**src/design/iou_defs.svh**
```systemverilog
`ifndef IOU_DEFS_SVH
`define IOU_DEFS_SVH
// Clock and internal sampling
`define IOU_CLK_HZ      50000000
`define IOU_INT_RATE_HZ 2000
`define IOU_TICK_CYC    (`IOU_CLK_HZ / `IOU_INT_RATE_HZ)
// Gyro alignment delay, microseconds, and its length in internal samples
`define IOU_GYRO_DLY_US 1000
`define IOU_DLY_SAMPLES (`IOU_GYRO_DLY_US * `IOU_INT_RATE_HZ / 1000000)
// Bit of the gyro unit code that selects the delayed path (code >= 8)
`define IOU_DLY_BIT     3
// Scale factors, Q16: one internal period times unit conversion
`define IOU_FRAC        16
`define IOU_K_ANGLE     13'h1062
`define IOU_K_VEL       13'h0A0B
`define IOU_K_GS        13'h0106
// Dividend width and divider step count
`define IOU_SUM_W       36
`define IOU_DIV_STEPS   6'h24
`define IOU_BYTES       3'h5
`endif

```
**src/design/iou_pkg.sv**
```systemverilog
package iou_pkg;
   typedef enum logic [1:0] {
      IOU_RATE  = 2'h0,
      IOU_INCR  = 2'h1,
      IOU_AVG   = 2'h2,
      IOU_INTEG = 2'h3
   } iou_unit_t;

   typedef enum logic [2:0] {
      S_IDLE = 3'b001,
      S_DIV  = 3'b010,
      S_PUSH = 3'b100
   } iou_state_t;
endpackage : iou_pkg

```
**src/design/iou_fifo.sv**
```systemverilog
`timescale 1ns/1ps
module iou_fifo #(
   parameter int W     = 48,
   parameter int DEPTH = 4
) (
   input  wire logic         mclk,
   input  wire logic         rst_n,
   input  wire logic [W-1:0] inData,
   input  wire logic         inValid,
   output logic              inReady,
   output logic [W-1:0]      outData,
   output logic              outValid,
   input  wire logic         outReady
);
   localparam int AW = $clog2(DEPTH);

   logic [W-1:0] mem [DEPTH];
   logic [AW:0]  wrPtr_ff;
   logic [AW:0]  rdPtr_ff;
   logic         full;
   logic         empty;

   assign empty    = (wrPtr_ff == rdPtr_ff);
   assign full     = (wrPtr_ff[AW] != rdPtr_ff[AW]) && (wrPtr_ff[AW-1:0] == rdPtr_ff[AW-1:0]);
   assign inReady  = !full;
   assign outValid = !empty;
   assign outData  = mem[rdPtr_ff[AW-1:0]];

   always_ff @(posedge mclk)
   begin
      if (inValid && !full)
      begin
         mem[wrPtr_ff[AW-1:0]] <= inData;
      end
   end

   always_ff @(posedge mclk)
   begin
      if (!rst_n)
      begin
         wrPtr_ff <= '0;
         rdPtr_ff <= '0;
      end
      else
      begin
         if (inValid && !full)
         begin
            wrPtr_ff <= wrPtr_ff + 1'b1;
         end
         if (outReady && !empty)
         begin
            rdPtr_ff <= rdPtr_ff + 1'b1;
         end
      end
   end
endmodule : iou_fifo

```
**src/design/iou_top.sv**
```systemverilog
`timescale 1ns/1ps
`include "iou_defs.svh"
module iou_top
   import iou_pkg::*;
#(
   parameter int TICK_CYC = `IOU_TICK_CYC,
   parameter int NW       = 11,
   parameter int DEPTH    = 4
) (
   input  wire logic        mclk,
   input  wire logic        rst_n,
   input  wire logic [23:0] gyroSample,
   input  wire logic [23:0] accSample,
   input  wire logic [3:0]  gyroUnit,
   input  wire logic [1:0]  accUnit,
   input  wire logic [NW-1:0] txDiv,
   input  wire logic        byteReady,
   output logic [7:0]       byteOut_ff,
   output logic             byteValid_ff,
   output logic             overrun_ff,
   output logic             tick_ff
);
   localparam int TW = $clog2(TICK_CYC + 1);
   localparam int SW = `IOU_SUM_W;

   logic [TW-1:0]       tickCnt_ff;
   logic [NW-1:0]       sampCnt_ff;
   logic [NW-1:0]       nEff;
   logic                capture;
   logic signed [23:0]  dly_ff [`IOU_DLY_SAMPLES];
   logic signed [23:0]  gyroIn;
   iou_state_t          st_ff;
   logic [5:0]          divCnt_ff;
   logic [23:0]         word_ff [2];
   logic [23:0]         outWord [2];
   logic signed [SW-1:0] sum_ff [2];
   logic signed [39:0]  inc_ff [2];
   logic signed [39:0]  int_ff [2];
   logic signed [39:0]  prodT [2];
   logic signed [39:0]  nxtInc [2];
   logic [SW-1:0]       dvd_ff [2];
   logic [NW-1:0]       rem_ff [2];
   logic                neg_ff [2];
   logic [47:0]         fifoData;
   logic                fifoValid;
   logic                fifoInReady;
   logic                fifoPop;
   logic [47:0]         sh_ff;
   logic [2:0]          left_ff;

   // Free-running internal sample tick, independent of the transmit rate
   always_ff @(posedge mclk)
   begin
      if (!rst_n)
      begin
         tickCnt_ff <= '0;
         tick_ff    <= 1'b0;
      end
      else
      begin
         tick_ff <= (tickCnt_ff == TW'(TICK_CYC - 1));
         tickCnt_ff <= (tickCnt_ff == TW'(TICK_CYC - 1)) ? '0 : tickCnt_ff + 1'b1;
      end
   end

   // A divisor of zero is treated as one sample per transmission
   assign nEff    = (txDiv == '0) ? NW'(1) : txDiv;
   assign capture = tick_ff && (sampCnt_ff >= nEff - 1'b1);

   always_ff @(posedge mclk)
   begin
      if (!rst_n)
      begin
         sampCnt_ff <= '0;
      end
      else if (tick_ff)
      begin
         sampCnt_ff <= capture ? '0 : sampCnt_ff + 1'b1;
      end
   end

   // Gyro delay line shifts on every internal sample
   always_ff @(posedge mclk)
   begin
      if (!rst_n)
      begin
         for (int i = 0; i < `IOU_DLY_SAMPLES; i++)
         begin
            dly_ff[i] <= '0;
         end
      end
      else if (tick_ff)
      begin
         dly_ff[0] <= gyroSample;
         for (int i = 1; i < `IOU_DLY_SAMPLES; i++)
         begin
            dly_ff[i] <= dly_ff[i-1];
         end
      end
   end

   assign gyroIn = gyroUnit[`IOU_DLY_BIT] ? dly_ff[`IOU_DLY_SAMPLES-1] : gyroSample;

   for (genvar c = 0; c < 2; c++)
   begin : g_chan
      localparam logic [12:0] K_INC = (c == 0) ? `IOU_K_ANGLE : `IOU_K_VEL;
      localparam logic [12:0] K_INT = (c == 0) ? `IOU_K_ANGLE : `IOU_K_GS;
      logic signed [23:0]   s;
      logic [1:0]           mode;
      logic signed [SW-1:0] nxtSum;
      logic [SW-1:0]        absSum;
      logic [NW:0]          remSh;
      logic signed [39:0]   prodI;

      // Samples arrive already low-pass filtered; averaging never sees raw data
      assign s      = (c == 0) ? gyroIn : $signed(accSample);
      assign mode   = (c == 0) ? gyroUnit[1:0] : accUnit;
      assign prodI  = 40'(s) * 40'($signed({1'b0, K_INC}));
      assign prodT[c] = 40'(s) * 40'($signed({1'b0, K_INT}));
      assign nxtSum = sum_ff[c] + SW'(s);
      assign nxtInc[c] = inc_ff[c] + prodI;
      assign absSum = nxtSum[SW-1] ? SW'(-nxtSum) : SW'(nxtSum);
      assign remSh  = {rem_ff[c], dvd_ff[c][SW-1]};

      // Interval sums restart at capture; the integrator only on reset
      always_ff @(posedge mclk)
      begin
         if (!rst_n)
         begin
            sum_ff[c] <= '0;
            inc_ff[c] <= '0;
            int_ff[c] <= '0;
         end
         else if (tick_ff)
         begin
            int_ff[c] <= int_ff[c] + prodT[c];
            sum_ff[c] <= capture ? '0 : nxtSum;
            inc_ff[c] <= capture ? '0 : nxtInc[c];
         end
      end

      // Latch the word; averages go through the serial divider first
      always_ff @(posedge mclk)
      begin
         if (!rst_n)
         begin
            word_ff[c] <= '0;
            dvd_ff[c]  <= '0;
            rem_ff[c]  <= '0;
            neg_ff[c]  <= 1'b0;
         end
         else if (capture && st_ff == S_IDLE)
         begin
            unique case (mode)
               IOU_RATE:  word_ff[c] <= s;
               IOU_INCR:  word_ff[c] <= nxtInc[c][`IOU_FRAC +: 24];
               IOU_AVG:   word_ff[c] <= '0;
               IOU_INTEG: word_ff[c] <= 24'((int_ff[c] + prodT[c]) >>> `IOU_FRAC);
            endcase
            dvd_ff[c] <= absSum;
            rem_ff[c] <= '0;
            neg_ff[c] <= nxtSum[SW-1];
         end
         else if (st_ff == S_DIV)
         begin
            if (remSh >= {1'b0, nEff})
            begin
               rem_ff[c] <= NW'(remSh - {1'b0, nEff});
               dvd_ff[c] <= {dvd_ff[c][SW-2:0], 1'b1};
            end
            else
            begin
               rem_ff[c] <= NW'(remSh);
               dvd_ff[c] <= {dvd_ff[c][SW-2:0], 1'b0};
            end
         end
      end

      // Mean uses the same scaling as the plain word
      assign outWord[c] = (mode != IOU_AVG) ? word_ff[c] :
                          neg_ff[c] ? 24'(-dvd_ff[c][23:0]) : dvd_ff[c][23:0];

   end

   // Result sequencing; a capture while busy is counted as overrun
   always_ff @(posedge mclk)
   begin
      if (!rst_n)
      begin
         st_ff      <= S_IDLE;
         divCnt_ff  <= '0;
         overrun_ff <= 1'b0;
      end
      else
      begin
         if (capture && st_ff != S_IDLE)
         begin
            overrun_ff <= 1'b1;
         end
         unique case (st_ff)
            S_IDLE:
            begin
               if (capture)
               begin
                  st_ff     <= S_DIV;
                  divCnt_ff <= '0;
               end
            end
            S_DIV:
            begin
               divCnt_ff <= divCnt_ff + 1'b1;
               if (divCnt_ff == `IOU_DIV_STEPS - 1'b1)
               begin
                  st_ff <= S_PUSH;
               end
            end
            S_PUSH:
            begin
               if (fifoInReady)
               begin
                  st_ff <= S_IDLE;
               end
            end
         endcase
      end
   end

   iou_fifo #(
      .W     (48),
      .DEPTH (DEPTH)
   ) u_fifo (
      .mclk     (mclk),
      .rst_n    (rst_n),
      .inData   ({outWord[0], outWord[1]}),
      .inValid  (st_ff == S_PUSH),
      .inReady  (fifoInReady),
      .outData  (fifoData),
      .outValid (fifoValid),
      .outReady (fifoPop)
   );

   // Byte serialiser: gyro word then accel word, MSB first
   assign fifoPop = fifoValid && (!byteValid_ff || byteReady) && (left_ff == '0);

   always_ff @(posedge mclk)
   begin
      if (!rst_n)
      begin
         byteOut_ff   <= '0;
         byteValid_ff <= 1'b0;
         sh_ff        <= '0;
         left_ff      <= '0;
      end
      else if (!byteValid_ff || byteReady)
      begin
         if (left_ff != '0)
         begin
            byteOut_ff   <= sh_ff[47:40];
            sh_ff        <= {sh_ff[39:0], 8'h00};
            left_ff      <= left_ff - 1'b1;
            byteValid_ff <= 1'b1;
         end
         else if (fifoValid)
         begin
            byteOut_ff   <= fifoData[47:40];
            sh_ff        <= {fifoData[39:0], 8'h00};
            left_ff      <= `IOU_BYTES;
            byteValid_ff <= 1'b1;
         end
         else
         begin
            byteValid_ff <= 1'b0;
         end
      end
   end

   logic [TW-1:0] sinceTick_ff;
   always_ff @(posedge mclk)
   begin
      if (!rst_n)
      begin
         // All ones, so the first period after reset counts like the later ones
         sinceTick_ff <= '1;
      end
      else if (tick_ff)
      begin
         sinceTick_ff <= '0;
      end
      else
      begin
         sinceTick_ff <= sinceTick_ff + 1'b1;
      end
   end
endmodule : iou_top

```
**config.mk**
```make
export PLATFORM = sky130hd
export DESIGN_NAME = iou_top
export DESIGN_NICKNAME = d
export VERILOG_FILES = /design/src/design/iou_pkg.sv /design/src/design/iou_fifo.sv /design/src/design/iou_top.sv
export VERILOG_INCLUDE_DIRS = /design/src /design/src/design
export SDC_FILE = /design/constraint.sdc
export NUM_CORES = 2
export LEC_CHECK = 0
export ABC_AREA = 1
export BUFFER_PORTS_ARGS = -buffer_cell sky130_fd_sc_hd__buf_4
export CORE_MARGIN = 2
export CORE_UTILIZATION = 45
export DETAILED_ROUTE_END_ITERATION = 12
export SLEW_MARGIN = 0
export SYNTH_ARGS = -nofsm -noshare
export SYNTH_HDL_FRONTEND = slang
export SYNTH_SLANG_ARGS = --single-unit
```
**constraint.sdc**
```tcl
create_clock -name mclk -period 8.85 [get_ports mclk]
set_clock_uncertainty 0.05 [all_clocks]
set_input_delay 1.3275 -clock mclk [delete_from_list [all_inputs] [get_ports mclk]]
set_output_delay 1.3275 -clock mclk [all_outputs]
set_load 0.01 [all_outputs]
```
# [Word level (Yosys, flattened, before mapping)]
# Memories as Yosys holds them, arrays and structs flattened. A register that Yosys moved wholly into a read port is not among the register bits.
# Cells that the tools add are included.
[totals] in_bits=68 out_inout_bits=11 n_memories=9 ff_bits=103 mem_bits_rw=616 word_cells=240
[mem_list] name="u_fifo.mem" words=4 word_bits=48 rd=1 rd_clocked_by_memory_dff=1 wr=1 line_no="iou_fifo.sv:17" text="logic [W-1:0] mem [DEPTH];"
[mem_list] name="inc_ff" words=2 word_bits=40 rd=2 rd_clocked_by_memory_dff=0 wr=2 line_no="iou_top.sv:37" text="logic signed [39:0] inc_ff [2];"
[mem_list] name="int_ff" words=2 word_bits=40 rd=2 rd_clocked_by_memory_dff=0 wr=2 line_no="iou_top.sv:38" text="logic signed [39:0] int_ff [2];"
[mem_list] name="dvd_ff" words=2 word_bits=36 rd=2 rd_clocked_by_memory_dff=0 wr=2 line_no="iou_top.sv:41" text="logic [SW-1:0] dvd_ff [2];"
[mem_list] name="sum_ff" words=2 word_bits=36 rd=2 rd_clocked_by_memory_dff=0 wr=2 line_no="iou_top.sv:36" text="logic signed [SW-1:0] sum_ff [2];"
[mem_list] name="dly_ff" words=2 word_bits=24 rd=2 rd_clocked_by_memory_dff=0 wr=2 line_no="iou_top.sv:30" text="logic signed [23:0] dly_ff [`IOU_DLY_SAMPLES];"
[mem_list] name="+3 memories"
[classes] reduce_logical=22 eq_ne=21 n_lt_le_gt_ge=3 bitwise_logic=31 muxes=120 n_mul=3 addsub=19
[op_table] cell="$mux 36" count=12
[op_table] cell="$mux 24" count=15
[op_table] cell="$mux 40" count=6
[op_table] cell="$mux 48" count=2
[op_table] cell="$mux 11" count=8
[op_table] cell="$add 40x38->40" count=2
[op_table] cell="$mul 24x13->37 const B" count=2
[op_table] cell="$add 36x24->36" count=2
[op_table] cell="$neg 36->36" count=2
[op_table] cell="$mux 1" count=65
[op_table] cell="$neg 24->24" count=2
[op_table] cell="$add 40x34->40" count=1
[op_table] cell="$add 40x37->40" count=1
[op_table] cell="$mul 24x9->33 const B" count=1
[op_table] cell="$or 1x1->1" count=30
[op_table] cell="$ge 12x11->1" count=2
[op_table] cell="$sub 11x11->11" count=2
[op_table] cell="$mux 8" count=2
[op_table] cell="$add 15x1->15 const B" count=1
[op_table] cell="$eq 15x15->1 const B" count=1
[op_table] cell="$mux 3" count=5
[op_table] cell="$pmux 6 s2" count=1
[op_table] cell="$add 11x1->11 const B" count=1
[op_table] cell="$ge 11x11->1" count=1
[op_table] cell="31 further kinds" count=52

# [Longest topological paths before layout]
[depth] ltp_word=13 depth_mapped=37 mapped_depth_nobuf=36

# [By module]
# Synthesis repeated with hierarchy kept, for this count alone.
[unflattened] cells_unflattened=7535 area_unflattened_um2=59281.9
[modules_own_cells] module="iou_top" seq_area_each_um2=14413.8 cells_each=6997 area_per_inst_um2=51465.6 n_inst=1
[modules_own_cells] module="iou_fifo" seq_area_each_um2=5925.7 cells_each=538 area_per_inst_um2=7816.2 n_inst=1

# [Worst setup path before layout]
# Ideal clock, no wire load.
[synth_path] path_type="input port to flip-flop" startpoint="input port rst_n" endpoint="memory dly_ff[0][0] (enable)" t_required_ps=6695 path_buffers=2 slack_ps=311 cell_stages=3 setup_time_ps=2105 arrival_ps=6384 path_cell_list="clkbuf_1 -> clkbuf_1 -> nand2_1"
[synth_rtl] item="from (decl)" line_no="iou_top.sv:11" text="input wire logic rst_n,"
[synth_rtl] item="to (decl)" line_no="iou_top.sv:30"

==> impl_metrics.env <==
export IMPL_holdWs_ns=0.397
export IMPL_syn_num_nets=8484
export IMPL_area_growth_pct=10.0
export IMPL_crit_required_ns=9.21
export IMPL_setup_slack_ns=0.893
export IMPL_synth_largest_area_cell="edfxtp_1"
export IMPL_start_util_pct=45.2
export IMPL_tns_ns=0
export IMPL_slew_headroom_pct=16.9
export IMPL_final_hold_viol_count=0
export IMPL_endpoint_kind="flop"
export IMPL_fin_nets=8573
export IMPL_arrival_ns=8.32
export IMPL_fmax_ghz=0.126
export IMPL_synth_cells=7653
export IMPL_fin_crit_ns=7.96
export IMPL_clockRootBuffer="clkbuf_16"
export IMPL_die_w_um=367
export IMPL_yosysSeqAreaShare_pct=34.4
export IMPL_numPortBuffers=77
export IMPL_peakVddDrop_mv=0.191
export IMPL_place_ws_ns=0.292
export IMPL_cts_hold_buf=0
export IMPL_dp_cells=9408
export IMPL_fin_area_um2=65100
export IMPL_wire_per_inst_um=17.8
export IMPL_critPathKind="primary input to flop"
export IMPL_cts_tree="built"
export IMPL_reg2reg_slack_ns=1.64
export IMPL_period_share_pct=89.9
export IMPL_cts_buffers=87
export IMPL_swShare_pct=48.4
export IMPL_ioPinCount=79
export IMPL_vias=50662
export IMPL_finalNonFillerCells=9569
export IMPL_yosysWarnings=0
export IMPL_dpl_hpwl_um=131000
export IMPL_synth_seq_cells=710
export IMPL_p_per_area_nw_per_um2=295
export IMPL_clk_latency_ns=0.71
export IMPL_final_antenna_net_count=0
export IMPL_cpMaxStageDelayCell="o21ai_0"
export IMPL_p_sw_mw=9.29
export IMPL_antenna_cells=0
export IMPL_drc=0
export IMPL_tightestPinTransition_ns=1.23
export IMPL_die_h_um=367
export IMPL_grtUsageTotal_pct=25.2
export IMPL_drv_cap=0
export IMPL_coreArea_um2=131000
export IMPL_syn_area_per_cell_um2=7.73
export IMPL_cts_buffer_depth=3
export IMPL_p_int_mw=9.92
export IMPL_grt_pass1_vias=48400
export IMPL_grt_max_degree=144
export IMPL_synth_main_ff_cell="edfxtp_1"
export IMPL_die_area_um2=134000
export IMPL_htreeDepth=3
export IMPL_synth_area_leaders="edfxtp_1 31%, ha_1 13%, nand2_1 10%"
export IMPL_hp_class="flop to flop"
export IMPL_cts_num_sinks=710
export IMPL_path_common_cell="ha_1"
export IMPL_finalSetupViolCount=0
export IMPL_routed_wl_um=170000
export IMPL_drt_initial_drc_count=3974
export IMPL_grt_setup_unrepaired="no"
export IMPL_grt_pass1_wl_um=269000
export IMPL_seq_power_share_pct=20.4
export IMPL_syn_area_um2=59200
export IMPL_critPathMaxStageDelay_ns=0.67
export IMPL_ctsResizeCount=0
export IMPL_critPathMaxFanout=25
export IMPL_placed_cell_area_um2=62000
export IMPL_synth_edf_count=612
export IMPL_clkPwrFrac_pct=20.5
export IMPL_layout_drive_gt1_share_pct=5.09
export IMPL_combPwrFrac_pct=59.2
export IMPL_yosysUniqueCellTypes=63
export IMPL_maxSlewViolCount=0
export IMPL_dr_pass1_iters=6
export IMPL_finalPower_mw=19.2
export IMPL_fin_util_pct=49.7
export IMPL_antenna_found_initial=4
export IMPL_postCtsSetupRepairBufs=0
export IMPL_vias_per_cell=5.29
export IMPL_grt_overflow_total=0
export IMPL_p_leak_nw=30.9
export IMPL_clkTransAtPathRegs_ns=0.06
export IMPL_yosys_area_top_type_share_pct=31.1
export IMPL_rows=133
export IMPL_gp_congestion=0.932
export IMPL_worst_setup_path_start_kind="primary input"
export IMPL_async_flop_share_pct=0
export IMPL_status="finished clean"
[cells in the final DEF, fill, tap and decap left out, types with 81 or more instances in the layout]
cell type  synthesis  routed
fa_1             159     159
nor2_1           889     883
buf_4              2     153
dfxtp_1           98      96
o21ai_0          455     454
clkbuf_16          0      88
xnor2_1           90      90
nand3_1          369     369
ha_1             604     604
nand2_1         1650    1646
xor2_1           178     178
edfxtp_1         612     612
a21oi_1          468     468
nor3_1            81      81
inv_1           1296    1294
a31oi_1           85      85
[synthesized netlist by cell type (4+ instances only)]
cell	n
nand2_1	1650
inv_1	1296
nor2_1	889
edfxtp_1	612
ha_1	604
a21oi_1	468
o21ai_0	455
nand3_1	369
xor2_1	178
fa_1	159
clkbuf_1	132
dfxtp_1	98
xnor2_1	90
a31oi_1	85
nor3_1	81
nand4_1	56
o32ai_1	48
o21bai_1	35
a21o_1	33
nand2_2	28
o21a_1	23
nor4_1	22
o22ai_1	21
or2_2	21
o21ai_1	20
o211ai_1	19
nand3b_1	17
a21boi_0	13
nor2_2	12
a211oi_1	10
and2_1	10
buf_1	10
o221ai_1	9
and3_1	7
buf_2	7
inv_2	7
nor3_2	6
nor3b_1	6
o31ai_1	6
buf_6	4
[flip-flops by register name (all words and copies together) (netlist names), named ones only]
| name | cells |
|---|---|
| overrun_ff | 1 |
| sum_ff | 72 |
| byteOut_ff | 8 |
| byteValid_ff | 1 |
| word_ff | 48 |
| divCnt_ff | 6 |
| sh_ff | 40 |
| rem_ff | 22 |
| sampCnt_ff | 11 |
| tick_ff | 1 |
| inc_ff | 79 |
| u_fifo.rdPtr_ff | 3 |
| dvd_ff | 72 |
| dly_ff | 48 |
| left_ff | 3 |
| st_ff | 3 |
| tickCnt_ff | 15 |
| u_fifo.wrPtr_ff | 3 |
| neg_ff | 2 |
| u_fifo.mem | 192 |
| int_ff | 78 |
[logic make-up (layout without fill, tap and decap cells)]
kind of cell / after synthesis / in the layout / synth area share (%)
XOR/XNOR: 268 / 268 / 3.97
AO/OA/AOI/OAI: 1265 / 1265 / 12.0
AND/OR/NAND/NOR: 3186 / 3186 / 22.2
adder cells (fa/ha/maj): 763 / 763 / 18.1
flip-flops: 710 / 710 / 34.4
buffers and inverters: 1461 / 1622 / 9.35
[metal layers]
layer | GRT usage, % | wire, um | vias to the layer above
met5 | 0 | 24 | -
met4 | 6.73 | 4240 | 4
met3 | 3.11 | 9730 | 208
met2 | 40.0 | 75400 | 1207
met1 | 36.1 | 80600 | 23821
li1 | - | - | 25422
[power groups by stage]
stage | clock (mW) | combinational (mW) | sequential [mW]
2_1_floorplan | 0 | 8.07 | 3.95
3_3_place_gp | 0 | 11.2 | 3.98
3_5_place_dp | 0 | 11.2 | 3.98
4_1_cts | 4.02 | 11.3 | 3.91
5_1_grt | 4.13 | 12.7 | 3.93
6_report | 3.93 | 11.4 | 3.91
[cell type report]
type	instances	area, um^2
clock buffer	112	2340
clock inverter	49	756
fill	12942	65900
inverter	1306	4900
multi-input combinational	5482	33400
sequential	710	20300
tap	1755	2200
timing repair buffer	155	1190
[worst max-delay path: cells and delay by family]
kind / cells / cell delay, ns
AO/OA/AOI/OAI: 9 / 2.12
AND/OR/NAND/NOR: 6 / 1.28
XOR/XNOR: 2 / 0.39
adder cells (fa/ha/maj): 7 / 2.76
buffers and inverters: 4 / 0.42
[worst paths after layout]
kind | from | to | depth (start not counted)
worst min-delay path | tickCnt_ff[0]$_SDFF_PP0_ | tickCnt_ff[0]$_SDFF_PP0_ | 1
worst min register to register | tickCnt_ff[0]$_SDFF_PP0_ | tickCnt_ff[0]$_SDFF_PP0_ | 1
worst max-delay path | gyroUnit[3] | word_ff[0][22]$_DFFE_PP_ | 28
worst max register to register | dly_ff[0][35]$_SDFFCE_PN0P_ | word_ff[0][22]$_DFFE_PP_ | 28
Note: power is estimated with default switching activity, not from simulation.
